--- config.mk ---
export PLATFORM = sky130hd
export DESIGN_NAME = tsf_top
export DESIGN_NICKNAME = d
export VERILOG_FILES = /design/src/rtl/tsf_pkg.sv /design/src/rtl/tsf_top.sv
export VERILOG_INCLUDE_DIRS = /design/src /design/src/rtl
export SDC_FILE = /design/constraint.sdc
export NUM_CORES = 1
export LEC_CHECK = 0
export ABC_AREA = 1
export BUFFER_PORTS_ARGS = -buffer_cell sky130_fd_sc_hd__buf_2
export CORE_ASPECT_RATIO = 0.5
export CORE_MARGIN = 10
export CORE_UTILIZATION = 50
export DETAILED_ROUTE_END_ITERATION = 16
export PLACE_DENSITY = 0.7
export SETUP_SLACK_MARGIN = 0.3
export SYNTH_ARGS = -nofsm -noshare
export SYNTH_HDL_FRONTEND = slang
export SYNTH_SLANG_ARGS = --single-unit
export TNS_END_PERCENT = 5
--- constraint.sdc ---
create_clock -name CLK -period 2.03 [get_ports CLK]
set_input_delay 0.203 -clock CLK [delete_from_list [all_inputs] [get_ports CLK]]
set_output_delay 0.203 -clock CLK [all_outputs]
set_load 0.02 [all_outputs]
--- src/rtl/tsf_map.svh ---
`ifndef TSF_MAP_SVH
`define TSF_MAP_SVH

// Register byte offsets
`define TSF_OFS_STATUS 5'h00
`define TSF_OFS_ENABLE 5'h04
`define TSF_OFS_FSEL 5'h08
`define TSF_OFS_COUNTER 5'h0C
`define TSF_OFS_GR_A 5'h10
`define TSF_OFS_GR_B 5'h14
`define TSF_OFS_GR_C 5'h18
`define TSF_OFS_GR_D 5'h1C

// Field positions
`define TSF_WRAP_BIT 7
`define TSF_RUN_BIT 7
`define TSF_CH_LSB 0
`define TSF_CH_MSB 3
`define TSF_RSV_LSB 4
`define TSF_RSV_MSB 6

// Values
`define TSF_RSV_ONES 3'h7
`define TSF_CNT_MAX 16'hFFFF
`define TSF_CNT_ONE 16'h0001
`define TSF_ZERO16 16'h0000
`define TSF_ZERO32 32'h0000_0000
`define TSF_ZERO4 4'h0
`define TSF_ZERO8 8'h00

`endif

--- src/rtl/tsf_pkg.sv ---
package tsf_pkg;

    typedef struct packed {
        logic wrap;
        logic [3:0] ch;
    } tsf_flags_s;

    typedef struct packed {
        logic [4:0] address;
        logic read;
        logic write;
        logic [31:0] writedata;
        logic [3:0] byteenable;
    } tsf_avs_req_s;

    typedef enum logic {
        TSF_BUS_IDLE,
        TSF_BUS_ANSWER
    } tsf_bus_e;

endpackage

--- src/rtl/tsf_top.sv ---
// Operation
// - Overflow flag (bit 7) sets when the counter wraps from FFFF to 0000.
// - Overflow flag clears only by reading it as 1, then writing 0.
// - Status bits 6 to 4 always read 1 and ignore writes.
// - Channel flag sets when counter equals its general register in compare mode.
// - Capture copies the counter into the general register and sets the flag.
// - Channel flags clear only by reading them as 1, then writing 0.
// - Wrap interrupt request is registered: high one cycle after wrap flag and its enable are both set.
// - Channel request is registered: high one cycle after its flag and matching enable are both set.
// - Function select 0 means output compare, 1 means input capture.
//
// Local design decisions: the register offsets and the Avalon-MM register port.
`timescale 1ns/1ps
`default_nettype none
`include "tsf_map.svh"

module tsf_top #(
    parameter int CNT_W = 16
) (
    // Clock and reset
    input wire logic CLK,
    input wire logic RST,
    // Avalon-MM slave
    input wire logic [4:0] AVS_ADDRESS,
    input wire logic AVS_READ,
    input wire logic AVS_WRITE,
    input wire logic [31:0] AVS_WRITEDATA,
    input wire logic [3:0] AVS_BYTEENABLE,
    output logic [31:0] AVS_READDATA,
    output logic AVS_WAITREQUEST,
    // Capture signals, one per channel A..D
    input wire logic [3:0] CAPTURE_STROBE,
    // Interrupt requests
    output logic IRQ,
    output logic WRAP_IRQ,
    output logic [3:0] CH_IRQ
);
    import tsf_pkg::*;

    tsf_avs_req_s req;
    tsf_bus_e bus_q;
    tsf_bus_e bus_d;
    logic wait_q;
    logic wait_d;
    logic [31:0] rdata_q;
    logic [31:0] rdata_d;
    logic wr_done;
    logic rd_done;

    tsf_flags_s flags_q;
    tsf_flags_s flags_d;
    tsf_flags_s armed_q;
    tsf_flags_s armed_d;
    tsf_flags_s enable_q;
    tsf_flags_s enable_d;
    logic [3:0] fsel_q;
    logic [3:0] fsel_d;
    logic run_q;
    logic run_d;
    logic [CNT_W-1:0] cnt_q;
    logic [CNT_W-1:0] cnt_d;
    logic [CNT_W-1:0] gr_q [4];
    logic [CNT_W-1:0] gr_d [4];
    logic irq_q;
    logic irq_d;
    logic wrap_irq_q;
    logic wrap_irq_d;
    logic [3:0] ch_irq_q;
    logic [3:0] ch_irq_d;

    // Flag byte layout shared by status and enable registers
    function automatic logic [7:0] pack_flags(input tsf_flags_s f);
        logic [7:0] v;
        v = `TSF_ZERO8;
        v[`TSF_WRAP_BIT] = f.wrap;
        v[`TSF_RSV_MSB:`TSF_RSV_LSB] = `TSF_RSV_ONES;
        v[`TSF_CH_MSB:`TSF_CH_LSB] = f.ch;
        return v;
    endfunction

    function automatic tsf_flags_s unpack_flags(input logic [7:0] v);
        tsf_flags_s f;
        f.wrap = v[`TSF_WRAP_BIT];
        f.ch = v[`TSF_CH_MSB:`TSF_CH_LSB];
        return f;
    endfunction

    // Byte-lane merge for 16-bit registers
    function automatic logic [15:0] merge16(
        input logic [15:0] old,
        input logic [31:0] wd,
        input logic [3:0] be
    );
        logic [15:0] v;
        v = old;
        if (be[0]) begin
            v[7:0] = wd[7:0];
        end
        if (be[1]) begin
            v[15:8] = wd[15:8];
        end
        return v;
    endfunction

    assign req.address = AVS_ADDRESS;
    assign req.read = AVS_READ;
    assign req.write = AVS_WRITE;
    assign req.writedata = AVS_WRITEDATA;
    assign req.byteenable = AVS_BYTEENABLE;

    // Bus: one wait cycle, read data latched while waitrequest is still high
    always_comb begin
        bus_d = bus_q;
        wait_d = 1'b1;
        rdata_d = rdata_q;
        unique case (bus_q)
            TSF_BUS_IDLE: begin
                if (req.read || req.write) begin
                    bus_d = TSF_BUS_ANSWER;
                    wait_d = 1'b0;
                    rdata_d = `TSF_ZERO32;
                    if (req.read) begin
                        unique case (req.address)
                            `TSF_OFS_STATUS: rdata_d[7:0] = pack_flags(flags_q);
                            `TSF_OFS_ENABLE: rdata_d[7:0] = pack_flags(enable_q);
                            `TSF_OFS_FSEL: begin
                                rdata_d[`TSF_RUN_BIT] = run_q;
                                rdata_d[3:0] = fsel_q;
                            end
                            `TSF_OFS_COUNTER: rdata_d[15:0] = 16'(cnt_q);
                            `TSF_OFS_GR_A: rdata_d[15:0] = 16'(gr_q[0]);
                            `TSF_OFS_GR_B: rdata_d[15:0] = 16'(gr_q[1]);
                            `TSF_OFS_GR_C: rdata_d[15:0] = 16'(gr_q[2]);
                            `TSF_OFS_GR_D: rdata_d[15:0] = 16'(gr_q[3]);
                            default: rdata_d = `TSF_ZERO32;
                        endcase
                    end
                end
            end
            TSF_BUS_ANSWER: begin
                bus_d = TSF_BUS_IDLE;
            end
        endcase
    end

    assign wr_done = (bus_q == TSF_BUS_ANSWER) && req.write;
    assign rd_done = (bus_q == TSF_BUS_ANSWER) && req.read;

    always_ff @(posedge CLK) begin
        if (RST) begin
            bus_q <= TSF_BUS_IDLE;
            wait_q <= 1'b1;
            rdata_q <= `TSF_ZERO32;
        end else begin
            bus_q <= bus_d;
            wait_q <= wait_d;
            rdata_q <= rdata_d;
        end
    end

    // Timer state: counter, general registers, flags and interrupts
    always_comb begin
        logic [3:0] set_ch;
        logic set_wrap;
        logic [7:0] wb;
        tsf_flags_s clr;
        logic [CNT_W-1:0] wval;
        set_ch = `TSF_ZERO4;
        set_wrap = 1'b0;
        wb = req.writedata[7:0];
        clr = unpack_flags(`TSF_ZERO8);
        wval = cnt_q;
        enable_d = enable_q;
        fsel_d = fsel_q;
        run_d = run_q;
        cnt_d = cnt_q;
        armed_d = armed_q;
        for (int i = 0; i < 4; i++) begin
            gr_d[i] = gr_q[i];
        end

        if (run_q) begin
            cnt_d = cnt_q + CNT_W'(`TSF_CNT_ONE);
            set_wrap = (cnt_q == CNT_W'(`TSF_CNT_MAX));
        end

        if (wr_done) begin
            unique case (req.address)
                `TSF_OFS_STATUS: begin
                    if (req.byteenable[0]) begin
                        // Only bits seen as 1 by an earlier read and now written 0 clear
                        clr.wrap = armed_q.wrap && !wb[`TSF_WRAP_BIT];
                        clr.ch = armed_q.ch & ~wb[`TSF_CH_MSB:`TSF_CH_LSB];
                        armed_d = unpack_flags(`TSF_ZERO8);
                    end
                end
                `TSF_OFS_ENABLE: begin
                    if (req.byteenable[0]) begin
                        enable_d = unpack_flags(wb);
                    end
                end
                `TSF_OFS_FSEL: begin
                    if (req.byteenable[0]) begin
                        run_d = wb[`TSF_RUN_BIT];
                        fsel_d = wb[3:0];
                    end
                end
                `TSF_OFS_COUNTER: begin
                    wval = CNT_W'(merge16(16'(cnt_q), req.writedata, req.byteenable));
                    cnt_d = wval;
                    set_wrap = 1'b0;
                end
                `TSF_OFS_GR_A, `TSF_OFS_GR_B, `TSF_OFS_GR_C, `TSF_OFS_GR_D: begin
                    gr_d[req.address[3:2]] = CNT_W'(merge16(16'(gr_q[req.address[3:2]]),
                        req.writedata, req.byteenable));
                end
                default: begin
                end
            endcase
        end

        // Arm on a status read with the bits the reader actually saw as 1
        if (rd_done && req.address == `TSF_OFS_STATUS) begin
            armed_d = unpack_flags(rdata_q[7:0]);
        end

        for (int i = 0; i < 4; i++) begin
            if (!fsel_q[i]) begin
                set_ch[i] = (cnt_q == gr_q[i]);
            end else if (CAPTURE_STROBE[i]) begin
                // Capture outranks a software write in the same cycle
                gr_d[i] = cnt_q;
                set_ch[i] = 1'b1;
            end
        end

        // Set wins over clear; reserved bits hold no state
        flags_d.wrap = (flags_q.wrap && !clr.wrap) || set_wrap;
        flags_d.ch = (flags_q.ch & ~clr.ch) | set_ch;

        wrap_irq_d = flags_q.wrap && enable_q.wrap;
        ch_irq_d = flags_q.ch & enable_q.ch;
        irq_d = wrap_irq_d || (|ch_irq_d);
    end

    always_ff @(posedge CLK) begin
        if (RST) begin
            flags_q <= unpack_flags(`TSF_ZERO8);
            armed_q <= unpack_flags(`TSF_ZERO8);
            enable_q <= unpack_flags(`TSF_ZERO8);
            fsel_q <= `TSF_ZERO4;
            run_q <= 1'b0;
            cnt_q <= CNT_W'(`TSF_ZERO16);
            for (int i = 0; i < 4; i++) begin
                gr_q[i] <= CNT_W'(`TSF_CNT_MAX);
            end
            irq_q <= 1'b0;
            wrap_irq_q <= 1'b0;
            ch_irq_q <= `TSF_ZERO4;
        end else begin
            flags_q <= flags_d;
            armed_q <= armed_d;
            enable_q <= enable_d;
            fsel_q <= fsel_d;
            run_q <= run_d;
            cnt_q <= cnt_d;
            for (int i = 0; i < 4; i++) begin
                gr_q[i] <= gr_d[i];
            end
            irq_q <= irq_d;
            wrap_irq_q <= wrap_irq_d;
            ch_irq_q <= ch_irq_d;
        end
    end

    assign AVS_READDATA = rdata_q;
    assign AVS_WAITREQUEST = wait_q;
    assign IRQ = irq_q;
    assign WRAP_IRQ = wrap_irq_q;
    assign CH_IRQ = ch_irq_q;

endmodule

`default_nettype wire

# Word-level counts from Yosys, hierarchy flattened
# Memory sizes are Yosys's and may differ from the RTL's.
# Cells that the tools add are included.
totals:
  ff_bits: 76
  mem_bits_rw: 64
  word_cells: 127
  output_inout_bits: 39
  input_bits: 49
  memories: 1
mem_list:
  columns: ["name", "depth", "width", "rd", "rd_ports_with_merged_regs", "wr", "line_no", "text"]
  rows:
  - ["gr_q", 4, 16, 5, 0, 4, "tsf_top.sv:62", "logic [CNT_W-1:0] gr_q [4];"]
op_classes:
  eq_ne: 14
  bitwise_logic: 12
  mux: 57
  add_sub_neg: 1
  n_reduce_logical: 24
  magnitude_cmp: 2
ops:
  columns: ["op", "n"]
  rows:
  - ["16-bit 2-to-1 mux", 17]
  - ["64-bit 2-to-1 mux", 2]
  - ["64-bit bitwise mux", 1]
  - ["16-bit equality test", 4]
  - ["8-bit 2-to-1 mux", 8]
  - ["8-bit one-hot mux with 5 select lines", 1]
  - ["5-bit 2-to-1 mux", 7]
  - ["16-bit demux with 2-bit select", 1]
  - ["4-bit one-hot mux with 8 select lines", 1]
  - ["5-bit equality test, second input constant", 4]
  - ["3-bit one-hot mux with 6 select lines", 1]
  - ["16-bit by 1-bit adder with 16-bit output, second input constant", 1]
  - ["16-bit equality test, second input constant", 1]
  - ["1-bit 2-to-1 mux", 16]
  - ["4-bit bitwise AND", 3]
  - ["5-bit by 4-bit equality test with 1-bit output, second input constant", 2]
  - ["3-bit AND reduction", 3]
  - ["4-bit inverter", 2]
  - ["1-bit one-hot mux with 8 select lines", 1]
  - ["4-bit OR reduction", 2]
  - ["1-bit logical AND", 7]
  - ["3-bit != test, second input constant", 2]
  - ["2-bit nonzero test", 3]
  - ["5-bit by 3-bit equality test with 1-bit output, second input constant", 1]
  - ["12 further kinds", 19]

# Depth between registers and ports, before layout
depth:
  ltp_word: 11
  ltp_mapped: 11
  mapped_depth_nobuf: 10

# Worst setup path before layout
# No wires, ideal clock.
synth_path:
  path_type: "register to register"
  startpoint: "reg cnt_q[1]"
  endpoint: "reg cnt_q[12]"
  setup_time_ns: 0.119
  synth_period_minus_slack_ns: 1.502
  required_time_ns: 1.911
  path_stages_with_launch: 9
  arrival_ns: 1.383
  path_slack_ns: 0.528
  path_buffers: 0
  path_cell_list: "dfxtp_1 > ha_1 > nand3_1 > nor2_1 > nand2_1 > nor3_1 > inv_1 > nand2_1 > a21oi_1"
synth_between:
  elab_chain_len: 4
synth_rtl:
  columns: ["item", "line_no", "text"]
  rows:
  - ["from (decl)", "tsf_top.sv:60", "logic [CNT_W-1:0] cnt_q;"]
  - ["from (signal assigned)", "tsf_top.sv:253", "cnt_q <= CNT_W'(`TSF_ZERO16);"]
  - ["from (signal assigned)", "tsf_top.sv:266", "cnt_q <= cnt_d;"]
  - ["16-bit by 1-bit adder with 16-bit output *", "tsf_top.sv:183", "cnt_d = cnt_q + CNT_W'(`TSF_CNT_ONE);"]
  - ["16-bit 2-to-1 mux *", "tsf_top.sv:182", "if (run_q) begin"]
  - ["16-bit 2-to-1 mux", "tsf_top.sv:188", "unique case (req.address)"]
  - ["16-bit 2-to-1 mux *", "tsf_top.sv:187", "if (wr_done) begin"]
# Every way passes the cells marked *; elsewhere a longest branch is shown, timed or not.
# A chain may end at the register's enable or synchronous reset.

# Worst setup path after layout
layout_path:
  startpoint: "reg cnt_q[9]"
  endpoint: "reg flags_q[3] in the netlist's numbering"
layout_between:
  elab_chain_len: 3
layout_rtl:
  columns: ["item", "line_no", "text"]
  rows:
  - ["16-bit equality test", "tsf_top.sv:229", "set_ch[i] = (cnt_q == gr_q[i]);"]
  - ["1-bit 2-to-1 mux", "tsf_top.sv:228", "if (!fsel_q[i]) begin"]
  - ["4-bit bitwise OR", "tsf_top.sv:239", "flags_d.ch = (flags_q.ch & ~clr.ch) | set_ch;"]
  - ["to (signal assigned)", "tsf_top.sv:248", "flags_q <= unpack_flags(`TSF_ZERO8);"]
  - ["to (signal assigned)", "tsf_top.sv:261", "flags_q <= flags_d;"]
  - ["to (decl)", "tsf_top.sv:50", "tsf_flags_s flags_q;"]
# Every way passes these cells.

==> summary.json <==
{
  "placement": {
    "instance_area_at_placement_um2": 8920,
    "place.detailed.hpwl_mm": 21.9,
    "portBuffers": 53,
    "place_congestion": 0.997
  },
  "global_route": {
    "first_global_vias": 8852,
    "global_route.overflow_total": 0,
    "first_pass_grt_wire_length_mm": 49.5,
    "antenna_found_initial": 0,
    "grt.total_usage": 0.276,
    "grt_start_max_net_pins": 63
  },
  "logic_synthesis": {
    "synthesis.area_um2": 8300,
    "synth.distinct_cells": 35,
    "sequential_element_share_of_the_synthesized_area": 0.299,
    "post_synth_inst_count": 1394,
    "asyncSetResetFlopFracSynth": 0,
    "synth_flop_cell": "dfxtp_1",
    "post_synth.cell_area_avg_um2": 5.95,
    "synth.yosys.warnings": 0,
    "ys_seq_elements": 124,
    "synth-edff-count": 0
  },
  "power_and_ir_drop": {
    "leakage_nw": 4.58,
    "clkPwrFrac": 0.509,
    "internal_power_mw": 4.55,
    "power.net_switching_mw": 1.64,
    "power-per-cell-area_nw_per_um2": 649,
    "power_frac_seq": 0.398,
    "combinationalPowerShare": 0.093,
    "power.switching_fraction": 0.265,
    "vdd_ir_drop_max_mv": 0.585
  },
  "timing": {
    "finalMaxSlewViolations": 0,
    "layout_worst_path_cycle_share": 0.904,
    "rsz0062_at_grt": "yes",
    "tightestPinTransition_ps": 536,
    "report.final.setup_viol": 0,
    "fin_hold_ws_ps": 90.7,
    "worst_slew_margin_rel": 0.643,
    "timing.clock.skew_ps": 12.9,
    "achievable-frequency_ghz": 0.545,
    "final-hold-violation-count": 0,
    "totalNegativeSetupSlack_ps": 0,
    "timing.final.crit_period_ps": 1830
  },
  "critical_path": {
    "critical_path_class": "flop to flop",
    "setup.worst_path.start_class": "flop",
    "crit_arrival_ps": 2190,
    "ff2ff_setup_slack_ps": 200,
    "worstReg2RegStart": "cnt_q[9]",
    "critical_path_required_ps": 2380,
    "worst_r2r_path_depth": 8,
    "reg2reg_to": "flags_q[3]",
    "worst_setup_path_end_kind": "flop",
    "critical_path_peak_fanout": 8
  },
  "cts": {
    "cts_hold_repair.buffers": 0,
    "clock_latency_of_the_later_clocked_register_in_the_worst_skew_pair_ps": 440,
    "clkSinkCount": 124,
    "clock_tree_from_tritoncts": "done",
    "clk_root_buffer_cell": "clkbuf_16",
    "clkTransAtPathRegs_ps": 60,
    "clock_path_buffers": 2,
    "cts_made_buffers": 17,
    "h-tree-depth": 4
  },
  "run_status": {
    "result_of_the_run": "finished, final reports clean"
  },
  "floorplan": {
    "placeable_core_region_um2": 16300,
    "number_of_top_level_pins": 88,
    "num_rows": 33,
    "die_height_um": 111,
    "chip_width_um": 202,
    "initial_cell_density_of_the_core": 0.509,
    "dieArea_um2": 22500
  },
  "layout": {
    "layout_common_cells": "444 x nand2_1, 187 x nand3_1, 140 x nor2_1",
    "drive_gt1_frac": 0.116,
    "syn_to_final_growth_pct": 14.8,
    "antennaDiodeCount": 0,
    "final_cell_area_um2": 9530,
    "final_core_utilization": 0.584,
    "regArea_um2": 2490,
    "fill_cells": 1609,
    "most_common_library_cell_in_the_layout_ignoring_fill_and_taps": "nand2_1",
    "area_used_by_multi_input_combinational_logic_um2": 5010,
    "final_net_count": 1487
  },
  "route": {
    "route.detailed.wl_per_inst_um": 19.2,
    "drtPass1Iterations": 8,
    "detail_route.wirelength_mm": 32.2,
    "number_of_remaining_drc_errors": 0,
    "routed-via-count": 9904,
    "first_iter_violations": 1272,
    "detail-route-antenna-nets": 0,
    "drt-vias-per-instance": 5.91
  },
  "worst_hold_path": {
    "worst_hold_path_type": "primary input to flop",
    "hold-path-endpoint": "enable_q[1]",
    "hold_start": "AVS_WRITEDATA[1]",
    "min_path_cells": 3
  },
  "job": {
    "max_cap_violations": 0
  }
}
critical path: stages (launching register included):
cell and delay, ps:
dfxtp_1 510, inv_1 180, nand2_1 90, o21ai_0 70, inv_1 70, nand3_1 90
nor2_1 350, nand3_1 210, a21oi_1 190
kinds of logic after synthesis:
logic type | after synthesis | share of synthesized area
simple gates | 891 | 0.470
buf+inv | 201 | 0.106
compound gates | 144 | 0.0897
flops | 124 | 0.299
xor+xnor | 32 | 0.0338
fa+ha+maj | 1 | 0.00151
other cells | 1 | 0.000452
registers in the layout, indices dropped and copies added (netlist names):
| name | count |
|---|---|
| enable_q | 5 |
| WRAP_IRQ | 1 |
| AVS_WAITREQUEST | 1 |
| fsel_q | 4 |
| CH_IRQ | 4 |
| gr_q | 64 |
| armed_q | 5 |
| IRQ | 1 |
| run_q | 1 |
| AVS_READDATA | 16 |
| cnt_q | 16 |
| bus_q | 1 |
| flags_q | 5 |
Yosys cell counts, types with 5 or more instances:
cell / number / area (um2)
nand2_1: 444 / 1670
o21ai_0: 48 / 240
nand3_1: 187 / 936
inv_2: 5 / 18.8
clkbuf_1: 46 / 173
buf_1: 10 / 37.5
a21oi_1: 82 / 410
xnor2_1: 23 / 201
buf_4: 21 / 158
nand4_1: 101 / 632
buf_2: 29 / 145
dfxtp_1: 124 / 2480
inv_1: 85 / 319
xor2_1: 9 / 78.8
nor2_1: 145 / 544
through the flow:
| stage | worst slack (ps) | cells | power, mW |
|---|---|---|---|
| detailed placement | 227 | 1645 | 3.07 |
| CTS | 316 | 1677 | 6.18 |
| global placement | 271 | 1645 | 3.06 |
| floorplan | 528 | 1409 | 2.88 |
| finish | 195 | 1677 | 6.19 |
| global route | 181 | 1677 | 6.33 |
repair_timing:
action / in CTS / in global routing
setup endpoints to repair: 1 / 30
resized for setup: 1 / 5
buffers inserted: 0 / 0
routing by layer:
layer / GRT usage / part of all wire
met1: 0.365 / 0.40
met2: 0.408 / 0.42
met3: 0.0741 / 0.14
met4: 0.126 / 0.037
met5: 0 / 0
power groups by stage:
stage                     Sequential (mW)  Combinational, mW  Clock, mW
after floorplan                      2.52              0.362          0
after global placement               2.51              0.545          0
after detailed placement             2.52              0.553          0
after CTS                            2.46              0.555       3.16
after global routing                 2.46              0.616       3.25
final                                2.46              0.576       3.15
how the worst max path moves through the flow:
stage                             end            from  slack (ps)  depth (start not counted)
after global placement    gr_q[3][10]  AVS_ADDRESS[2]         270                          9
after CTS                 gr_q[3][10]           bus_q         320                          8
after floorplan             cnt_q[12]        cnt_q[1]         530                          8
final                      flags_q[3]        cnt_q[9]         200                          8
after global routing       flags_q[4]           bus_q         180                          7
after detailed placement   gr_q[3][0]  AVS_ADDRESS[2]         230                          9
layout make-up:
class	count	area share
Multi-Input combinational cell	1084	0.526
Clock inverter	12	0.0154
Clock buffer	20	0.0469
Tap cell	227	0.0298
Inverter	94	0.0373
Timing Repair Buffer	116	0.0841
Sequential cell	124	0.261
Power figures use the tool's default switching activity.
